`config.mk`:
```
export PLATFORM = sky130hd
export DESIGN_NAME = ssl_step_limits
export DESIGN_NICKNAME = d
export VERILOG_FILES = /design/src/ssl_pkg.sv /design/src/ssl_step_limits.sv
export SDC_FILE = /design/constraint.sdc
export NUM_CORES = 1
export LEC_CHECK = 0
export ABC_AREA = 1
export BUFFER_PORTS_ARGS = -buffer_cell sky130_fd_sc_hd__buf_2
export CELL_PAD_IN_SITES_DETAIL_PLACEMENT = 1
export CELL_PAD_IN_SITES_GLOBAL_PLACEMENT = 2
export CORE_ASPECT_RATIO = 0.9
export CORE_MARGIN = 2
export CORE_UTILIZATION = 32
export CTS_BUF_LIST = sky130_fd_sc_hd__clkbuf_4
export CTS_CLUSTER_SIZE = 20
export DETAILED_ROUTE_END_ITERATION = 10
export GPL_ROUTABILITY_DRIVEN = 0
export PLACE_DENSITY = 0.92
export SYNTH_ARGS = -nofsm -noshare
export SYNTH_HDL_FRONTEND = slang
export SYNTH_SLANG_ARGS = --single-unit
```
`constraint.sdc`:
```
create_clock -name clk -period 2.15 [get_ports clk]
set_input_delay 0.3225 -clock clk [delete_from_list [all_inputs] [get_ports clk]]
set_output_delay 0.3225 -clock clk [all_outputs]
set_load 0.02 [all_outputs]
```
`src/ssl_pkg.sv`:
```
/*
 * Shared constants and types for the step sequencer limit registers.
 * Assumes a 32-bit AXI4-Lite register bus and a single 50 MHz clock.
 */
package ssl_pkg;
   // Limit width and bus geometry
   localparam int          LIM_W        = 16;
   localparam int          ADDR_W       = 4;
   localparam int          DATA_W       = 32;
   // Register byte offsets
   localparam logic [3:0]  OFS_STEP_LIM = 4'h0;
   localparam logic [3:0]  OFS_LOOP_LIM = 4'h4;
   localparam logic [3:0]  OFS_CONTROL  = 4'h8;
   localparam logic [3:0]  OFS_STATUS   = 4'hC;
   // Control and status bit positions
   localparam int          BIT_ENABLE   = 0;
   localparam int          BIT_START    = 1;
   localparam int          BIT_BUSY     = 0;
   localparam int          BIT_ATLIMIT  = 1;
   localparam int          BIT_RUNNING  = 2;
   localparam int          CNT_LSB      = 16;
   // Reset values and constants
   localparam logic [15:0] LIM_RESET    = 16'h0000;
   localparam logic [15:0] CNT_ONE      = 16'h0001;
   localparam logic [1:0]  RESP_OKAY    = 2'h0;
   localparam logic [1:0]  RESP_SLVERR  = 2'h2;

   typedef enum logic {SSL_IDLE, SSL_DELAY} ssl_step_t;

   // Sequencer-side command and result groups
   typedef struct packed {
      logic stepCmd;
      logic jumpCmd;
      logic cnt0Inc;
   } ssl_cmd_t;

   typedef struct packed {
      logic stepDone;
      logic jumpDone;
      logic jumpTaken;
      logic cnt0AtLimit;
      logic running;
   } ssl_res_t;

   // Whole module state
   typedef struct packed {
      ssl_step_t         stepState;
      logic [LIM_W-1:0]  stepCount;
      logic [LIM_W-1:0]  stepLimit;
      logic [LIM_W-1:0]  loopLimit;
      logic [LIM_W-1:0]  cnt0;
      logic              enable;
      logic              start;
      ssl_res_t          res;
      logic              bvalid;
      logic [1:0]        bresp;
      logic              rvalid;
      logic [1:0]        rresp;
      logic [DATA_W-1:0] rdata;
   } ssl_state_t;
endpackage

```
`src/ssl_step_limits.sv`:
```
/*
 * Step delay and loop counter limit registers with their step timer and
 * counter 0, behind an AXI4-Lite slave.
 * Assumes the sequencer issues one-cycle command pulses synchronous to clk.
 */
`timescale 1ns/1ns

// Contract
// The step delay limit counts extra clocks between a step command start and its end.
// One base clock is always added, so a step lasts the stored limit plus one clocks.
// While enable and start are both 1, writes to both limit registers are ignored.
// The loop counter 0 limit is the loop count of the jump-on-counter-0 command.
// The same limit also serves as terminal value of counter 0 used as a plain counter.
// Limit writes made while idle take effect on the next step or counted loop.
module ssl_step_limits
(
   // Clock and reset
   input  wire logic                        clk,
   input  wire logic                        reset,
   // AXI4-Lite write address and data
   input  wire logic                        awvalid,
   output logic                             awready,
   input  wire logic [ssl_pkg::ADDR_W-1:0]  awaddr,
   input  wire logic                        wvalid,
   output logic                             wready,
   input  wire logic [ssl_pkg::DATA_W-1:0]  wdata,
   input  wire logic [3:0]                  wstrb,
   // AXI4-Lite write response
   output logic                             bvalid,
   input  wire logic                        bready,
   output logic [1:0]                       bresp,
   // AXI4-Lite read
   input  wire logic                        arvalid,
   output logic                             arready,
   input  wire logic [ssl_pkg::ADDR_W-1:0]  araddr,
   output logic                             rvalid,
   input  wire logic                        rready,
   output logic [ssl_pkg::DATA_W-1:0]       rdata,
   output logic [1:0]                       rresp,
   // Sequencer commands and results
   input  wire ssl_pkg::ssl_cmd_t           cmd,
   output ssl_pkg::ssl_res_t                res
);

   ssl_pkg::ssl_state_t st;
   ssl_pkg::ssl_state_t next_st;
   logic                running;
   logic                wrFire;
   logic                rdFire;

   // Locked while the sequencer executes steps
   assign running = st.enable && st.start;
   // Both write channels are taken together; keeps one response per pair
   assign awready = awvalid && wvalid && !st.bvalid;
   assign wready  = awready;
   assign wrFire  = awready;
   assign arready = !st.rvalid;
   assign rdFire  = arvalid && arready;

   assign bvalid = st.bvalid;
   assign bresp  = st.bresp;
   assign rvalid = st.rvalid;
   assign rdata  = st.rdata;
   assign rresp  = st.rresp;
   assign res    = st.res;

   // Next-state logic for bus, registers, step timer and counter 0
   always_comb
   begin
      next_st = st;
      next_st.res.stepDone = 1'b0;
      next_st.res.jumpDone = 1'b0;

      // Write channel
      if (st.bvalid && bready)
      begin
         next_st.bvalid = 1'b0;
      end
      if (wrFire)
      begin
         next_st.bvalid = 1'b1;
         next_st.bresp  = ssl_pkg::RESP_OKAY;
         case (awaddr)
            ssl_pkg::OFS_STEP_LIM:
            begin
               if (!running)
               begin
                  if (wstrb[0]) next_st.stepLimit[7:0]  = wdata[7:0];
                  if (wstrb[1]) next_st.stepLimit[15:8] = wdata[15:8];
               end
            end
            ssl_pkg::OFS_LOOP_LIM:
            begin
               if (!running)
               begin
                  if (wstrb[0]) next_st.loopLimit[7:0]  = wdata[7:0];
                  if (wstrb[1]) next_st.loopLimit[15:8] = wdata[15:8];
               end
            end
            ssl_pkg::OFS_CONTROL:
            begin
               if (wstrb[0])
               begin
                  next_st.enable = wdata[ssl_pkg::BIT_ENABLE];
                  next_st.start  = wdata[ssl_pkg::BIT_START];
               end
            end
            ssl_pkg::OFS_STATUS:
            begin
               next_st.bresp = ssl_pkg::RESP_OKAY; // Read-only, write dropped
            end
            default:
            begin
               next_st.bresp = ssl_pkg::RESP_SLVERR;
            end
         endcase
      end

      // Read channel
      if (st.rvalid && rready)
      begin
         next_st.rvalid = 1'b0;
      end
      if (rdFire)
      begin
         next_st.rvalid = 1'b1;
         next_st.rresp  = ssl_pkg::RESP_OKAY;
         next_st.rdata  = '0;
         case (araddr)
            ssl_pkg::OFS_STEP_LIM: next_st.rdata[15:0] = st.stepLimit;
            ssl_pkg::OFS_LOOP_LIM: next_st.rdata[15:0] = st.loopLimit;
            ssl_pkg::OFS_CONTROL:
            begin
               next_st.rdata[ssl_pkg::BIT_ENABLE] = st.enable;
               next_st.rdata[ssl_pkg::BIT_START]  = st.start;
            end
            ssl_pkg::OFS_STATUS:
            begin
               next_st.rdata[ssl_pkg::BIT_BUSY]    = (st.stepState == ssl_pkg::SSL_DELAY);
               next_st.rdata[ssl_pkg::BIT_ATLIMIT] = st.res.cnt0AtLimit;
               next_st.rdata[ssl_pkg::BIT_RUNNING] = running;
               next_st.rdata[ssl_pkg::CNT_LSB +: ssl_pkg::LIM_W] = st.cnt0;
            end
            default:
            begin
               next_st.rresp = ssl_pkg::RESP_SLVERR;
            end
         endcase
      end

      // Step timer: limit sampled at command start, so idle writes count next time
      case (st.stepState)
         ssl_pkg::SSL_IDLE:
         begin
            if (running && cmd.stepCmd)
            begin
               next_st.stepCount = st.stepLimit;
               next_st.stepState = ssl_pkg::SSL_DELAY;
            end
         end
         ssl_pkg::SSL_DELAY:
         begin
            if (!running)
            begin
               next_st.stepState = ssl_pkg::SSL_IDLE; // Abort drops the step silently
            end
            else if (st.stepCount == ssl_pkg::LIM_RESET)
            begin
               next_st.res.stepDone = 1'b1;
               next_st.stepState    = ssl_pkg::SSL_IDLE;
            end
            else
            begin
               next_st.stepCount = st.stepCount - ssl_pkg::CNT_ONE;
            end
         end
         default:
         begin
            next_st.stepState = ssl_pkg::SSL_IDLE;
         end
      endcase

      // Counter 0: jump loop count or free counter with terminal limit
      if (!st.enable)
      begin
         next_st.cnt0 = ssl_pkg::LIM_RESET;
      end
      else if (running && cmd.jumpCmd)
      begin
         next_st.res.jumpDone = 1'b1;
         if (st.cnt0 == st.loopLimit)
         begin
            next_st.cnt0          = ssl_pkg::LIM_RESET;
            next_st.res.jumpTaken = 1'b0;
         end
         else
         begin
            next_st.cnt0          = st.cnt0 + ssl_pkg::CNT_ONE;
            next_st.res.jumpTaken = 1'b1;
         end
      end
      else if (cmd.cnt0Inc && st.cnt0 != st.loopLimit)
      begin
         next_st.cnt0 = st.cnt0 + ssl_pkg::CNT_ONE;
      end
      next_st.res.cnt0AtLimit = (next_st.cnt0 == st.loopLimit);
      next_st.res.running     = next_st.enable && next_st.start;
   end

   // State register
   always_ff @(posedge clk)
   begin
      if (reset)
      begin
         st <= '0;
      end
      else
      begin
         st <= next_st;
      end
   end

   // Assertions
   property p_step_len;
      @(posedge clk) disable iff (reset)
      (st.stepState == ssl_pkg::SSL_IDLE && running && cmd.stepCmd && st.stepLimit == 16'h0002)
         ##1 running [*3] |=> res.stepDone;
   endproperty
   a_step_len: assert property (p_step_len) else $error("step length wrong");

   property p_base_clock;
      @(posedge clk) disable iff (reset)
      (st.stepState == ssl_pkg::SSL_IDLE && running && cmd.stepCmd && st.stepLimit == 16'h0000)
         ##1 running |=> res.stepDone;
   endproperty
   a_base_clock: assert property (p_base_clock) else $error("base step clock missing");

   property p_lock;
      @(posedge clk) disable iff (reset)
      running |=> (st.stepLimit == $past(st.stepLimit) && st.loopLimit == $past(st.loopLimit));
   endproperty
   a_lock: assert property (p_lock) else $error("limit changed while running");

   property p_jump;
      @(posedge clk) disable iff (reset)
      (running && cmd.jumpCmd) |=> (res.jumpDone && res.jumpTaken == ($past(st.cnt0) != $past(st.loopLimit)));
   endproperty
   a_jump: assert property (p_jump) else $error("jump decision wrong");

   // Flag is registered with the counter against last cycle's limit; reset clears it, so the cycle after release is skipped
   property p_limit_flag;
      @(posedge clk) disable iff (reset)
      1'b1 ##1 !$past(reset) |-> (res.cnt0AtLimit == (st.cnt0 == $past(st.loopLimit)));
   endproperty
   a_limit_flag: assert property (p_limit_flag) else $error("counter limit flag wrong");

   property p_idle_write;
      @(posedge clk) disable iff (reset)
      (!running && wrFire && awaddr == ssl_pkg::OFS_STEP_LIM && wstrb == 4'hF)
         |=> st.stepLimit == $past(wdata[15:0]);
   endproperty
   a_idle_write: assert property (p_idle_write) else $error("idle limit write lost");

   c_step:  cover property (@(posedge clk) disable iff (reset) res.stepDone);
   c_taken: cover property (@(posedge clk) disable iff (reset) res.jumpDone && res.jumpTaken);
   c_exit:  cover property (@(posedge clk) disable iff (reset) res.jumpDone && !res.jumpTaken);
endmodule

```
==> results by stage, run 1 <==
Placement:
- Detailed placement finished with a half-perimeter wire length of 15350 um.
- In this run the cell area measured after placement is 6962 um2.
- The quantity of I/O buffers inserted on ports is 79.
- In this run, placement finished with an instance count of 1224.
- Prior to clock tree synthesis, the placed netlist has a worst setup slack of -46.96 ps.

Setup path:
- At the worst endpoint, the arrival time is 2630 ps.
- The first element of the critical path is st[65].
- The number of buffers and inverters on the critical path is 2.
- On the critical path, the stage with the largest delay is an instance of sky130_fd_sc_hd__dfxtp_4.
- Along the worst path, the maximum fanout reaches 7.
- In this run the critical register-to-register path is launched from st[65].
- The delay of the slowest critical-path stage is 400 ps.
- STA classifies the critical path endpoint as a flip-flop.
- The most common cell type on the critical path is sky130_fd_sc_hd__nand2_1.
- The worst setup path is of the flip-flop to flip-flop kind.
- The required time at the endpoint of the critical path is 2600 ps.
- The element type at the critical path start is a flip-flop.
- Walking the worst path, the cells encountered are inv_2, nand2_1, nand2_1, nor2_1, nand2_1, nor2_4, nand2_4, nand2_8, buf_6, nand3_2, nand2_2, nand2_2, nand2_1, nand2_1, nor2_1, nand2_1, nor2_1, nand2_1, nor2_2.
- On the critical path the largest part of the delay comes from simple AND/OR/NAND/NOR gates.

Clocking:
- The total clock buffers created by CTS is 9.
- The number of sinks driven by the clock tree is 108.
- The source-to-sink clock delay at the later pin of the worst-skew pair is 510 ps.
- TritonCTS built the clock tree.
- The maximum level of the CTS H-tree is 3.
- The longest clock path from root to sink contains 2 buffers.
- The root buffer cell is sky130_fd_sc_hd__clkbuf_4.
- The number of buffers inserted by hold repair at cts is 0.
- After clock tree synthesis, the clock-pin slew on the worst setup and hold paths is 170 ps.

Layout:
- Compared with the post-synthesis result, the final layout area differs by 27.21%.
- The fraction of layout instances using a drive strength above 1 is 30.79%.
- The layout has 2377 filler cells.
- The final instance area is 7406 um2.
- The post-layout instance count excluding filler cells is 1252.
- The number of nets in the layout is 1061.

Power and ir drop:
- The analysis attributes to cell leakage a power of 0.003370 uW.
- The worst-case IR drop observed on VDD is 0.2583 mV.
- The total power divided by cell area is 501.6 nW/um2.

Timing:
- The count of final hold-check violations is 0.
- At the pin with the least slew margin, the transition time is 505.5 ps.
- The final-report max-slew violation count came to 0.
- The final clock skew is 21.00 ps.
- Across all setup checks in the final design, the least slack found is -33.19 ps.
- The count of final setup violators is 1.
- Setup repair after global routing could not meet its margin everywhere.
- The share of the clock period used by the worst path is 101.5%.
- The worst pin sits at a relative slew slack of 66.17%.
- Derived from the worst setup path, the maximum achievable clock frequency is 458.0 MHz.
- The final period demand of the worst path is 2183 ps.

Route:
- The total via count after detailed routing is 6209.
- The via count normalized by instance count is 4.959.
- The total detailed-routing wirelength is 20090 um.
- The pre-antenna-repair detailed-routing pass consisted of 5 iterations.
- The first-iteration detailed-routing DRC count is 366.
- The per-cell routed wire length is 16.04 um.
- The remaining number of nets flagged by the antenna check after routing is 0.
- The number of DRC violations after detailed routing is 0.

Synthesis:
- After synthesis, the share of flip-flops with an asynchronous set or reset is 0%.
- Synthesis instantiated 38 different standard cells from the library.
- The post-synthesis mux area share is 0%.
- After synthesis, the largest family of logic cells by area is simple AND/OR/NAND/NOR gates.
- Summing the areas of all xor and xnor instances in the mapped netlist gives 1.204% of the synthesized area.
- The main flop type after synthesis is sky130_fd_sc_hd__dfxtp_1.
- Ranked by total cell area, the synthesized netlist is headed by sky130_fd_sc_hd__dfxtp_1 37%, sky130_fd_sc_hd__nand2_1 11%, sky130_fd_sc_hd__nor2_1 6.6%.
- Sequential cells were found to cover 37.14% of the synthesized design area.
- Yosys instantiated no cell more often than sky130_fd_sc_hd__nand2_1.
- The number of storage elements in the synthesis netlist is 108.
- Summed over all instances, the cell type with the most area after synthesis is sky130_fd_sc_hd__dfxtp_1.
- Averaged over all synthesized cells, the footprint is 6.754 um2.
- Counting flops with a built-in enable in the synthesized netlist gives 0.
- Summed over its instances, the top area cell type makes up 37.14% of the synthesized netlist area.
- The commonest cells after synthesis are 172 x sky130_fd_sc_hd__nand2_1, 108 x sky130_fd_sc_hd__dfxtp_1, 103 x sky130_fd_sc_hd__nor2_1.
- The synthesized-area fraction occupied by ao, oa, aoi and oai cells is 17.45%.
- The adder-cell share of the synthesized area is 0.4298%.
- The mapped netlist covers 5822 um2.
- The count of yosys warnings during synthesis is 0.
- Synthesis produced 862 cells.
- The synthesized netlist devotes 28.78% of its cell area to simple gates.

Floorplan:
- The die footprint is 19290 um2.
- In this run the count of I/O pins placed on the die edge is 100.
- From bottom edge to top edge, the die measures 132.0 um.
- Row generation in the floorplan step produced 46 rows.
- From left edge to right edge, the die measures 146.2 um.
- The effective utilization at floorplan is 32.84%.
- The core region area is 17730 um2.

Min path:
- The launch instance of the worst min-delay path is bready.
- The classification of the worst-slack hold path is input pin to flip-flop.

Global route:
- The number of antenna violations at the first check in global routing was 2.
- The first global-routing pass estimated 32170 um of wire.
- The remaining global-route overflow is 0.
- Entering global routing, the biggest net connects 64 pins.
- Global routing used 20.81% of the available tracks.
- The number of global-route vias before repair is 6143.

Outcome:
- The checks that failed: setup timing.
- The flow ran to the end, but the final reports show violations.

Flow run:
- The tool flagged a number of max-cap violations equal to 0.
routing by layer:
metal | share of wire (%) | vias to the layer above | track usage (%)
li1 | - | 3084 | -
met1 | 49 | 2984 | 28.60
met2 | 46 | 127 | 34.41
met3 | 4.5 | 14 | 3.875
met4 | 0.80 | 0 | 3.937
met5 | 0 | - | 0
layout make-up:
| class | count | area (um2) | share of cell area (%) |
|---|---|---|---|
| inverter | 112 | 421.7 | 5.694 |
| multi-input combinational | 570 | 2927 | 39.52 |
| antenna | 2 | 5.005 | 0.06758 |
| clock buffer | 12 | 90.09 | 1.216 |
| sequential | 108 | 2211 | 29.85 |
| tap | 240 | 300.3 | 4.055 |
| clock inverter | 4 | 73.82 | 0.9968 |
| timing repair buffer | 204 | 1378 | 18.60 |
worst paths after layout:
check	endpoint	depth (start not counted)	slack (ps)
max	res[1]	19	-30
min	bvalid	4	60
max reg2reg	res[1]	19	-30
min reg2reg	rdata[2]	2	480
worst min-delay path, stage by stage:
cell	delay, ps
sky130_fd_sc_hd__buf_2	80
sky130_fd_sc_hd__inv_1	30
sky130_fd_sc_hd__nand2_1	40
sky130_fd_sc_hd__a21oi_1	60
registers in the layout, indices dropped and copies added, names as in the netlist:
signal	count
st	67
rdata	32
res	5
bresp	1
bvalid	1
rresp	1
rvalid	1
logic make-up (layout without fill, tap and decap cells):
kind of cell             after synthesis  after routing
AND/OR/NAND/NOR                      384            384
buffers and inverters                185            332
AO/OA/AOI/OAI                        174            174
flip-flops                           108            108
XOR/XNOR                               8              8
adder cells (fa/ha/maj)                2              2
other                                  1              4
stage by stage:
step / power (uW) / hold WS, ps / util (%) / setup TNS, ps
floorplan: 2402 / 445.6 / - / 0
global placement: 2519 / 457.2 / 39.27 / 0
detailed placement: 2527 / 462.4 / 39.27 / -46.96
CTS: 3744 / 26.76 / 40.34 / -5.530
global route: 3861 / 47.45 / 41.76 / -276.4
finish: 3715 / 57.54 / 41.78 / -33.19
cells in the final DEF (no fill, tap or decap), types with 13 or more instances in the layout:
cell	instances
sky130_fd_sc_hd__a211oi_1	17
sky130_fd_sc_hd__o21ai_0	66
sky130_fd_sc_hd__nand2_1	163
sky130_fd_sc_hd__dfxtp_2	21
sky130_fd_sc_hd__o221ai_1	14
sky130_fd_sc_hd__nor2_1	92
sky130_fd_sc_hd__dfxtp_1	81
sky130_fd_sc_hd__nand4_1	18
sky130_fd_sc_hd__nor3_1	13
sky130_fd_sc_hd__buf_4	118
sky130_fd_sc_hd__a21oi_1	56
sky130_fd_sc_hd__inv_2	17
sky130_fd_sc_hd__nand2_2	13
sky130_fd_sc_hd__inv_1	92
sky130_fd_sc_hd__buf_2	79
sky130_fd_sc_hd__nand3_1	45
repair_timing:
item,in CTS,in global routing
resized for setup,15,64
setup buffers,0,9
gates cloned,0,1
pin swaps,0,30
endpoints found under the setup margin,5,17
report_power, final:
group          switching (uW)  internal, uW
registers                27.4          2040
clock network             711           512
logic                     277           144
No activity file was read; power rests on OpenSTA's default activity.
==> run 2, diff against run 1 <==
Settings changed: SKIP_CTS_REPAIR_TIMING set to 1.
==> results by stage, run 2 (synthesized netlist as in run 1, its figures left out) <==
Outcome:
- The flow ran to the end, but the final reports show violations.
- The final reports fail on setup timing.

Layout:
- The final instance area is 7447 um2 (+0.56%).
- The number of nets in the layout is 1062 (+0.094%).
- The fraction of layout instances using a drive strength above 1 was 32.25% (+1.5 points).
- The post-layout instance count excluding filler cells was 1253 (+0.080%).
- Compared with the post-synthesis result, the final layout area differs by 27.92%.
- The library cell used most frequently in the layout, excluding fill and tap cells, is sky130_fd_sc_hd__nand2_1.
- The number of flip-flops in the largest register is 67 (unchanged).
- The library cells used most frequently in the layout, excluding fill and tap cells, are 157 x sky130_fd_sc_hd__nand2_1, 120 x sky130_fd_sc_hd__buf_4, 89 x sky130_fd_sc_hd__nor2_1, 88 x sky130_fd_sc_hd__inv_1.
- More flip-flops sit in one register than any other, and that register is st.

Timing:
- The final period demand of the worst path is 2153 ps (-30.59 ps).
- The share of the clock period used by the worst path is 100.1% (-1.4 points).
- The count of final hold-check violations is 0 (unchanged).
- The final clock skew is 23.78 ps (+2.774 ps).
- The final-report max-slew violation count came to 0 (unchanged).
- The relative slew slack is 63.51% (-2.7 points).
- Setup repair after global routing could not meet its margin everywhere.
- The sum of negative setup slack was -2.598 ps (+30.59 ps).
- The count of final setup violators came to 1 (unchanged).
- The worst-margin pin slew is 545.3 ps (+39.81 ps).
- The maximum clock frequency is 464.6 MHz (+1.4%).
- The worst setup slack after layout is -2.598 ps (+30.59 ps).

Placement:
- The instance area at placement is 6962 um2 (unchanged).
- The HPWL reported at the end of detailed placement came to 15350 um (unchanged).
- The quantity of I/O buffers inserted on ports came to 79 (unchanged).
- The minimum setup slack after placement is -46.96 ps (unchanged).
- The number of cells after detailed placement came to 1224 (unchanged).

Clocking:
- The maximum level of the CTS H-tree is 3 (unchanged).
- The clock transition time at the flip-flop clock pins of the worst setup and hold paths is 160 ps (about the same).
- The source-to-sink clock delay at the later pin of the worst-skew pair is 500 ps (about the same).
- The cell sitting at the root of the clock tree is a sky130_fd_sc_hd__clkbuf_4.
- The number of sinks driven by the clock tree came to 108 (unchanged).
- The maximum count of clock buffers along a single path is 2 (unchanged).
- The CTS tree is built.
- The total clock buffers created by CTS is 9 (unchanged).

Setup path:
- The element type at the critical path start is a flip-flop.
- The slowest stage of the critical path belongs to the cell sky130_fd_sc_hd__dfxtp_2.
- The top fanout value on the critical path is 9 (+2).
- The total number of cells along the worst setup path is 18 (-1).
- The type of the setup path with the least slack is flip-flop to flip-flop.
- The data arrival time of the critical path is 2590 ps (-40 ps).
- The buffering stage count on the worst path with inverters included is 1 (-1).
- The delay of the slowest critical-path stage is 400 ps (about the same).
- The number of cells traversed by the worst register-to-register path came to 18 (-1).
- The critical path goes through inv_2, nand2_1, nand2_2, nor2_4, nand2_2, nor2_4, nand2_4, nand2_8, nand2_8, nand2_1, nand3_1, nand2_1, nand2_1, nor2_1, nand2_1, nor2_1, nand2_1, nor2_2.
- On the critical path the largest part of the delay comes from simple AND/OR/NAND/NOR gates.
- The kind of end point of the critical path is a flip-flop.
- The most numerous cell type found on the critical path is sky130_fd_sc_hd__nand2_1.
- The required time at the endpoint of the critical path came to 2590 ps (about the same).

Global route:
- The total routing usage reported by global routing is 20.73% (-0.075 points).
- The remaining global-route overflow is 0 (unchanged).
- The number of global-route vias before repair is 6134 (-0.15%).
- The number of antenna violations at the first check in global routing came to 2 (unchanged).
- The wire length of the first global-routing pass is 32060 um (-0.34%).
- The largest net degree at the start of global routing is 64 (unchanged).

Route:
- The number of DRC violations after detailed routing was 0 (unchanged).
- The per-cell routed wire length is 16.28 um (+1.5%).
- The first-iteration detailed-routing DRC count was 414 (+13%).
- The via count normalized by instance count is 4.993 (+0.68%).
- The total detailed-routing wirelength was 20400 um (+1.6%).
- The total via count after detailed routing is 6256 (+0.76%).
- The remaining number of nets flagged by the antenna check after routing is 0 (unchanged).
- The number of iterations in the first detailed-routing pass was 5 (unchanged).

Floorplan:
- The vertical die dimension is 132.0 um (unchanged).
- The core region area is 17730 um2 (unchanged).
- The site row count is 46 (unchanged).
- The die width is 146.2 um (unchanged).
- The die footprint was 19290 um2 (unchanged).
- The effective utilization at floorplan is 32.84% (unchanged).
- The number of top-level design ports was 100 (unchanged).

Min path:
- The worst hold path belongs to the class input pin to flip-flop.
- The cell depth of the worst min-delay path is 4 (unchanged).

Flow run:
- The number of maximum-capacitance constraint violations is 0 (unchanged).

Power and ir drop:
- The total power divided by cell area was 497.8 nW/um2 (-0.77%).
- The peak supply drop is 0.2511 mV (-2.8%).
- The final total power is 3707 uW (-0.22%).
- The leakage power was 0.003375 uW (+0.15%).
-- run 2: cell types whose count changed in the layout (fill, tap and decap cells not counted), sizes merged --
cell,change
buf,+1
-- run 2: through the flow --
stage               util, %  hold slack [ps]
CTS                   40.20            26.76
global placement      39.27            457.2
floorplan                 -            445.6
detailed placement    39.27            462.4
finish                42.01            68.30
global route          42.00            47.44
-- run 2: final cells by class --
type | instances | area (um2)
fill | 2380 | 10280
multi-input combinational | 570 | 2949
sequential | 108 | 2223
timing repair buffer | 205 | 1381
inverter | 112 | 424.2
tap | 240 | 300.3
clock buffer | 12 | 90.09
clock inverter | 4 | 73.82
antenna | 2 | 5.005
-- run 2: where the power goes --
group / leakage [uW] / switching (uW) / internal [uW]
registers: 0.000894 / 27.4 / 2040
logic: 0.00239 / 278 / 145
clock network: 0.0000915 / 706 / 512
-- run 2: final timing paths --
kind	start	end	slack, ps
max	st[67]	res[1]	-3
min	bready	bvalid	70
max reg2reg	st[67]	res[1]	-3
min reg2reg	rdata[2]	rdata[2]	480
-- run 2: routing by layer --
metal  track usage [%]  vias to the layer above  share of wire (%)
met5                 0                        -                  0
met4             3.937                        0                1.1
met3             3.875                       20                4.7
met2             34.25                      151                 46
met1             28.50                     2994                 48
li1                  -                     3091                  -
-- run 2: tightest hold or removal path: cells and delay by family --
| family | cells | cell delay, ps |
|---|---|---|
| AND/OR/NAND/NOR | 1 | 40 |
| AO/OA/AOI/OAI | 1 | 60 |
| buffers and inverters | 2 | 110 |
==> run 3, diff against run 2 <==
Clock period 2.15 ns to 2.1 ns, I/O delays scaled along.
==> results by stage, run 3 (synthesized netlist as in run 1, its figures left out) <==
Outcome:
- The run finished, with violations left.
- The checks that failed: setup timing.

Floorplan:
- The die width is 146.2 um (unchanged).
- The vertical die dimension came to 132.0 um (unchanged).
- The effective utilization at floorplan was 32.84% (unchanged).
- The die footprint was 19290 um2 (unchanged).
- The number of top-level design ports was 100 (unchanged).
- The site row count came to 46 (unchanged).
- The core region area is 17730 um2 (unchanged).

Setup path:
- In this run the critical register-to-register path is launched from st[57].
- The kind of end point of the critical path is a flip-flop.
- STA classifies the critical path startpoint as a flip-flop.
- The endpoint identified for the worst register-to-register timing path is res[1].
- The number of cells traversed by the worst register-to-register path is 18 (unchanged).
- The top fanout value on the critical path is 4 (-5).
- The data arrival time of the critical path came to 2650 ps (+60 ps).
- The critical path is of the flip-flop to flip-flop type.
- The register-to-register setup slack is -70 ps (-60 ps).
- The required time at the endpoint of the critical path was 2580 ps (about the same).

Power and ir drop:
- The peak supply drop was 0.2308 mV (-8.1%).
- The leakage power is 0.003360 uW (-0.44%).
- The total power divided by cell area is 487.2 nW/um2 (-2.1%).
- The final total power is 3570 uW (-3.7%).

Route:
- The total via count after detailed routing is 6195 (-0.98%).
- The via count normalized by instance count is 4.944 (-0.98%).
- The remaining number of nets flagged by the antenna check after routing is 0 (unchanged).
- The per-cell routed wire length is 16.29 um (about the same).
- The total detailed-routing wirelength was 20410 um (about the same).
- The number of iterations in the first detailed-routing pass came to 5 (unchanged).
- The number of DRC violations after detailed routing came to 0 (unchanged).
- The first-iteration detailed-routing DRC count is 327 (-21%).

Layout:
- The area growth from synthesis to final layout is 25.85%.
- The number of nets in the layout is 1063 (+0.094%).
- The number of flip-flops in the largest register was 67 (unchanged).
- The layout filler cell count came to 2354 (-1.1%).
- In the layout the commonest cells are 169 x sky130_fd_sc_hd__nand2_1, 119 x sky130_fd_sc_hd__buf_4, 99 x sky130_fd_sc_hd__nor2_1, 91 x sky130_fd_sc_hd__inv_1, 82 x sky130_fd_sc_hd__dfxtp_1.
- The fraction of layout instances using a drive strength above 1 is 29.25% (-3.0 points).
- st holds more flip-flops than any other register.
- Leaving out fill and tap cells, the most frequent cell in the layout is sky130_fd_sc_hd__nand2_1.

Min path:
- The classification of the worst-slack hold path is input pin to flip-flop.
- The launch instance of the worst min-delay path is bready.
- The cell depth of the worst min-delay path is 4 (unchanged).
- The capture endpoint of the worst hold path is bvalid.

Global route:
- The fraction of met2 tracks used by global routing is 32.91% (-1.3 points).
- The most crowded layer after global routing is met2.
- The number of global-route vias before repair is 6106 (-0.46%).
- The total routing usage reported by global routing is 20.47% (-0.27 points).
- The remaining global-route overflow is 0 (unchanged).
- The largest net degree at the start of global routing is 64 (unchanged).
- The wire length of the first global-routing pass is 31540 um (-1.6%).
- The global-route met1 utilization is 28.23% (-0.27 points).
- The number of antenna violations at the first check in global routing is 1 (-1).
- The global-route met3 utilization is 3.910% (+0.035 points).

Placement:
- The quantity of I/O buffers inserted on ports was 79 (unchanged).
- The HPWL reported at the end of detailed placement was 15360 um (about the same).
- The minimum setup slack after placement is -111.4 ps (-64.43 ps).

Flow run:
- The number of maximum-capacitance constraint violations is 0 (unchanged).

Timing:
- The maximum clock frequency is 461.6 MHz (-0.64%).
- The worst setup slack after layout is -66.52 ps (-63.93 ps).
- The count of final hold-check violations is 0 (unchanged).
- The final period demand of the worst path is 2167 ps (+13.93 ps).
- Setup repair after global routing could not meet its margin everywhere.
- The final-report max-slew violation count is 0 (unchanged).
- The share of the clock period used by the worst path was 103.2% (+3.0 points).
- The final clock skew is 16.85 ps (-6.923 ps).
- The count of final setup violators is 2 (+1).

Clocking:
- The source-to-sink clock delay at the later pin of the worst-skew pair is 520 ps (+20 ps).
- TritonCTS built the clock tree.
- The number of sinks driven by the clock tree came to 108 (unchanged).
- The total clock buffers created by CTS was 9 (unchanged).
- The maximum level of the CTS H-tree came to 3 (unchanged).
- The tree is rooted in a sky130_fd_sc_hd__clkbuf_4.
- The maximum count of clock buffers along a single path is 2 (unchanged).
- The clock transition time at the flip-flop clock pins of the worst setup and hold paths is 180 ps (+20 ps).
-- run 3: cell count changes in the layout (fill, tap and decap cells not counted), sizes merged --
cell and change:
clkinv +2, bufinv -2, buf +1, diode -1, inv +2, clkbuf -2
-- run 3: worst max-delay path, stage by stage (launching register included) --
cell and delay [ps]:
sky130_fd_sc_hd__dfxtp_1 440, sky130_fd_sc_hd__inv_2 60, sky130_fd_sc_hd__nand2_1 60, sky130_fd_sc_hd__nand2_1 80
sky130_fd_sc_hd__nor2_2 100, sky130_fd_sc_hd__nand2_2 90, sky130_fd_sc_hd__nor2_4 140, sky130_fd_sc_hd__nand2_4 90
sky130_fd_sc_hd__nand2_8 90, sky130_fd_sc_hd__buf_4 130, sky130_fd_sc_hd__buf_4 110, sky130_fd_sc_hd__nand3_1 90
sky130_fd_sc_hd__nand4_1 110, sky130_fd_sc_hd__nand2_1 70, sky130_fd_sc_hd__nor2_1 80, sky130_fd_sc_hd__nand2_1 90
sky130_fd_sc_hd__nor2_1 140, sky130_fd_sc_hd__nand2_1 70, sky130_fd_sc_hd__nor2_2 70
-- run 3: worst max-delay path by stage --
| stage | start | end | slack, ps |
|---|---|---|---|
| global route | st[46] | res[1] | -260 |
| detailed placement | st[47] | res[1] | -110 |
| global placement | st[47] | res[1] | -70 |
| CTS | st[47] | res[1] | -160 |
| floorplan | bvalid | st[67] | 190 |
| finish | st[57] | res[1] | -70 |
-- run 3: layout make-up --
class	instances	area [um2]	share of cell area (%)
multi-input combinational	570	2873	39.21
sequential	108	2210	30.16
timing repair buffer	206	1405	19.18
inverter	112	424.2	5.789
tap	240	300.3	4.098
clock buffer	10	75.07	1.025
clock inverter	6	37.54	0.5123
antenna	1	2.502	0.03415
-- run 3: stage by stage --
step / instance area [um2] / util, % / hold slack (ps) / TNS [ps] / instances
after global placement: 6989 / 39.43 / 455.8 / -72.93 / 1226
after floorplan: 5826 / - / 445.6 / 0 / 863
after detailed placement: 6989 / 39.43 / 456.8 / -113.1 / 1226
final: 7327 / 41.33 / 33.30 / -75.64 / 1253
after CTS: 7102 / 40.06 / 5.839 / -262.2 / 1242
after global routing: 7325 / 41.32 / 10.34 / -661.2 / 1252
-- run 3: per-layer routing --
metal	up-vias	share of wire, %
li1	3084	-
met1	2958	49
met4	0	1.6
met2	132	45
met3	21	4.2
met5	-	0
-- run 3: power breakdown --
part           internal, uW  total [uW]  switching (uW)
Clock                   258        1020             761
Sequential             2090        2120            28.5
Combinational           146         429             283
Total                  2500        3570            1070
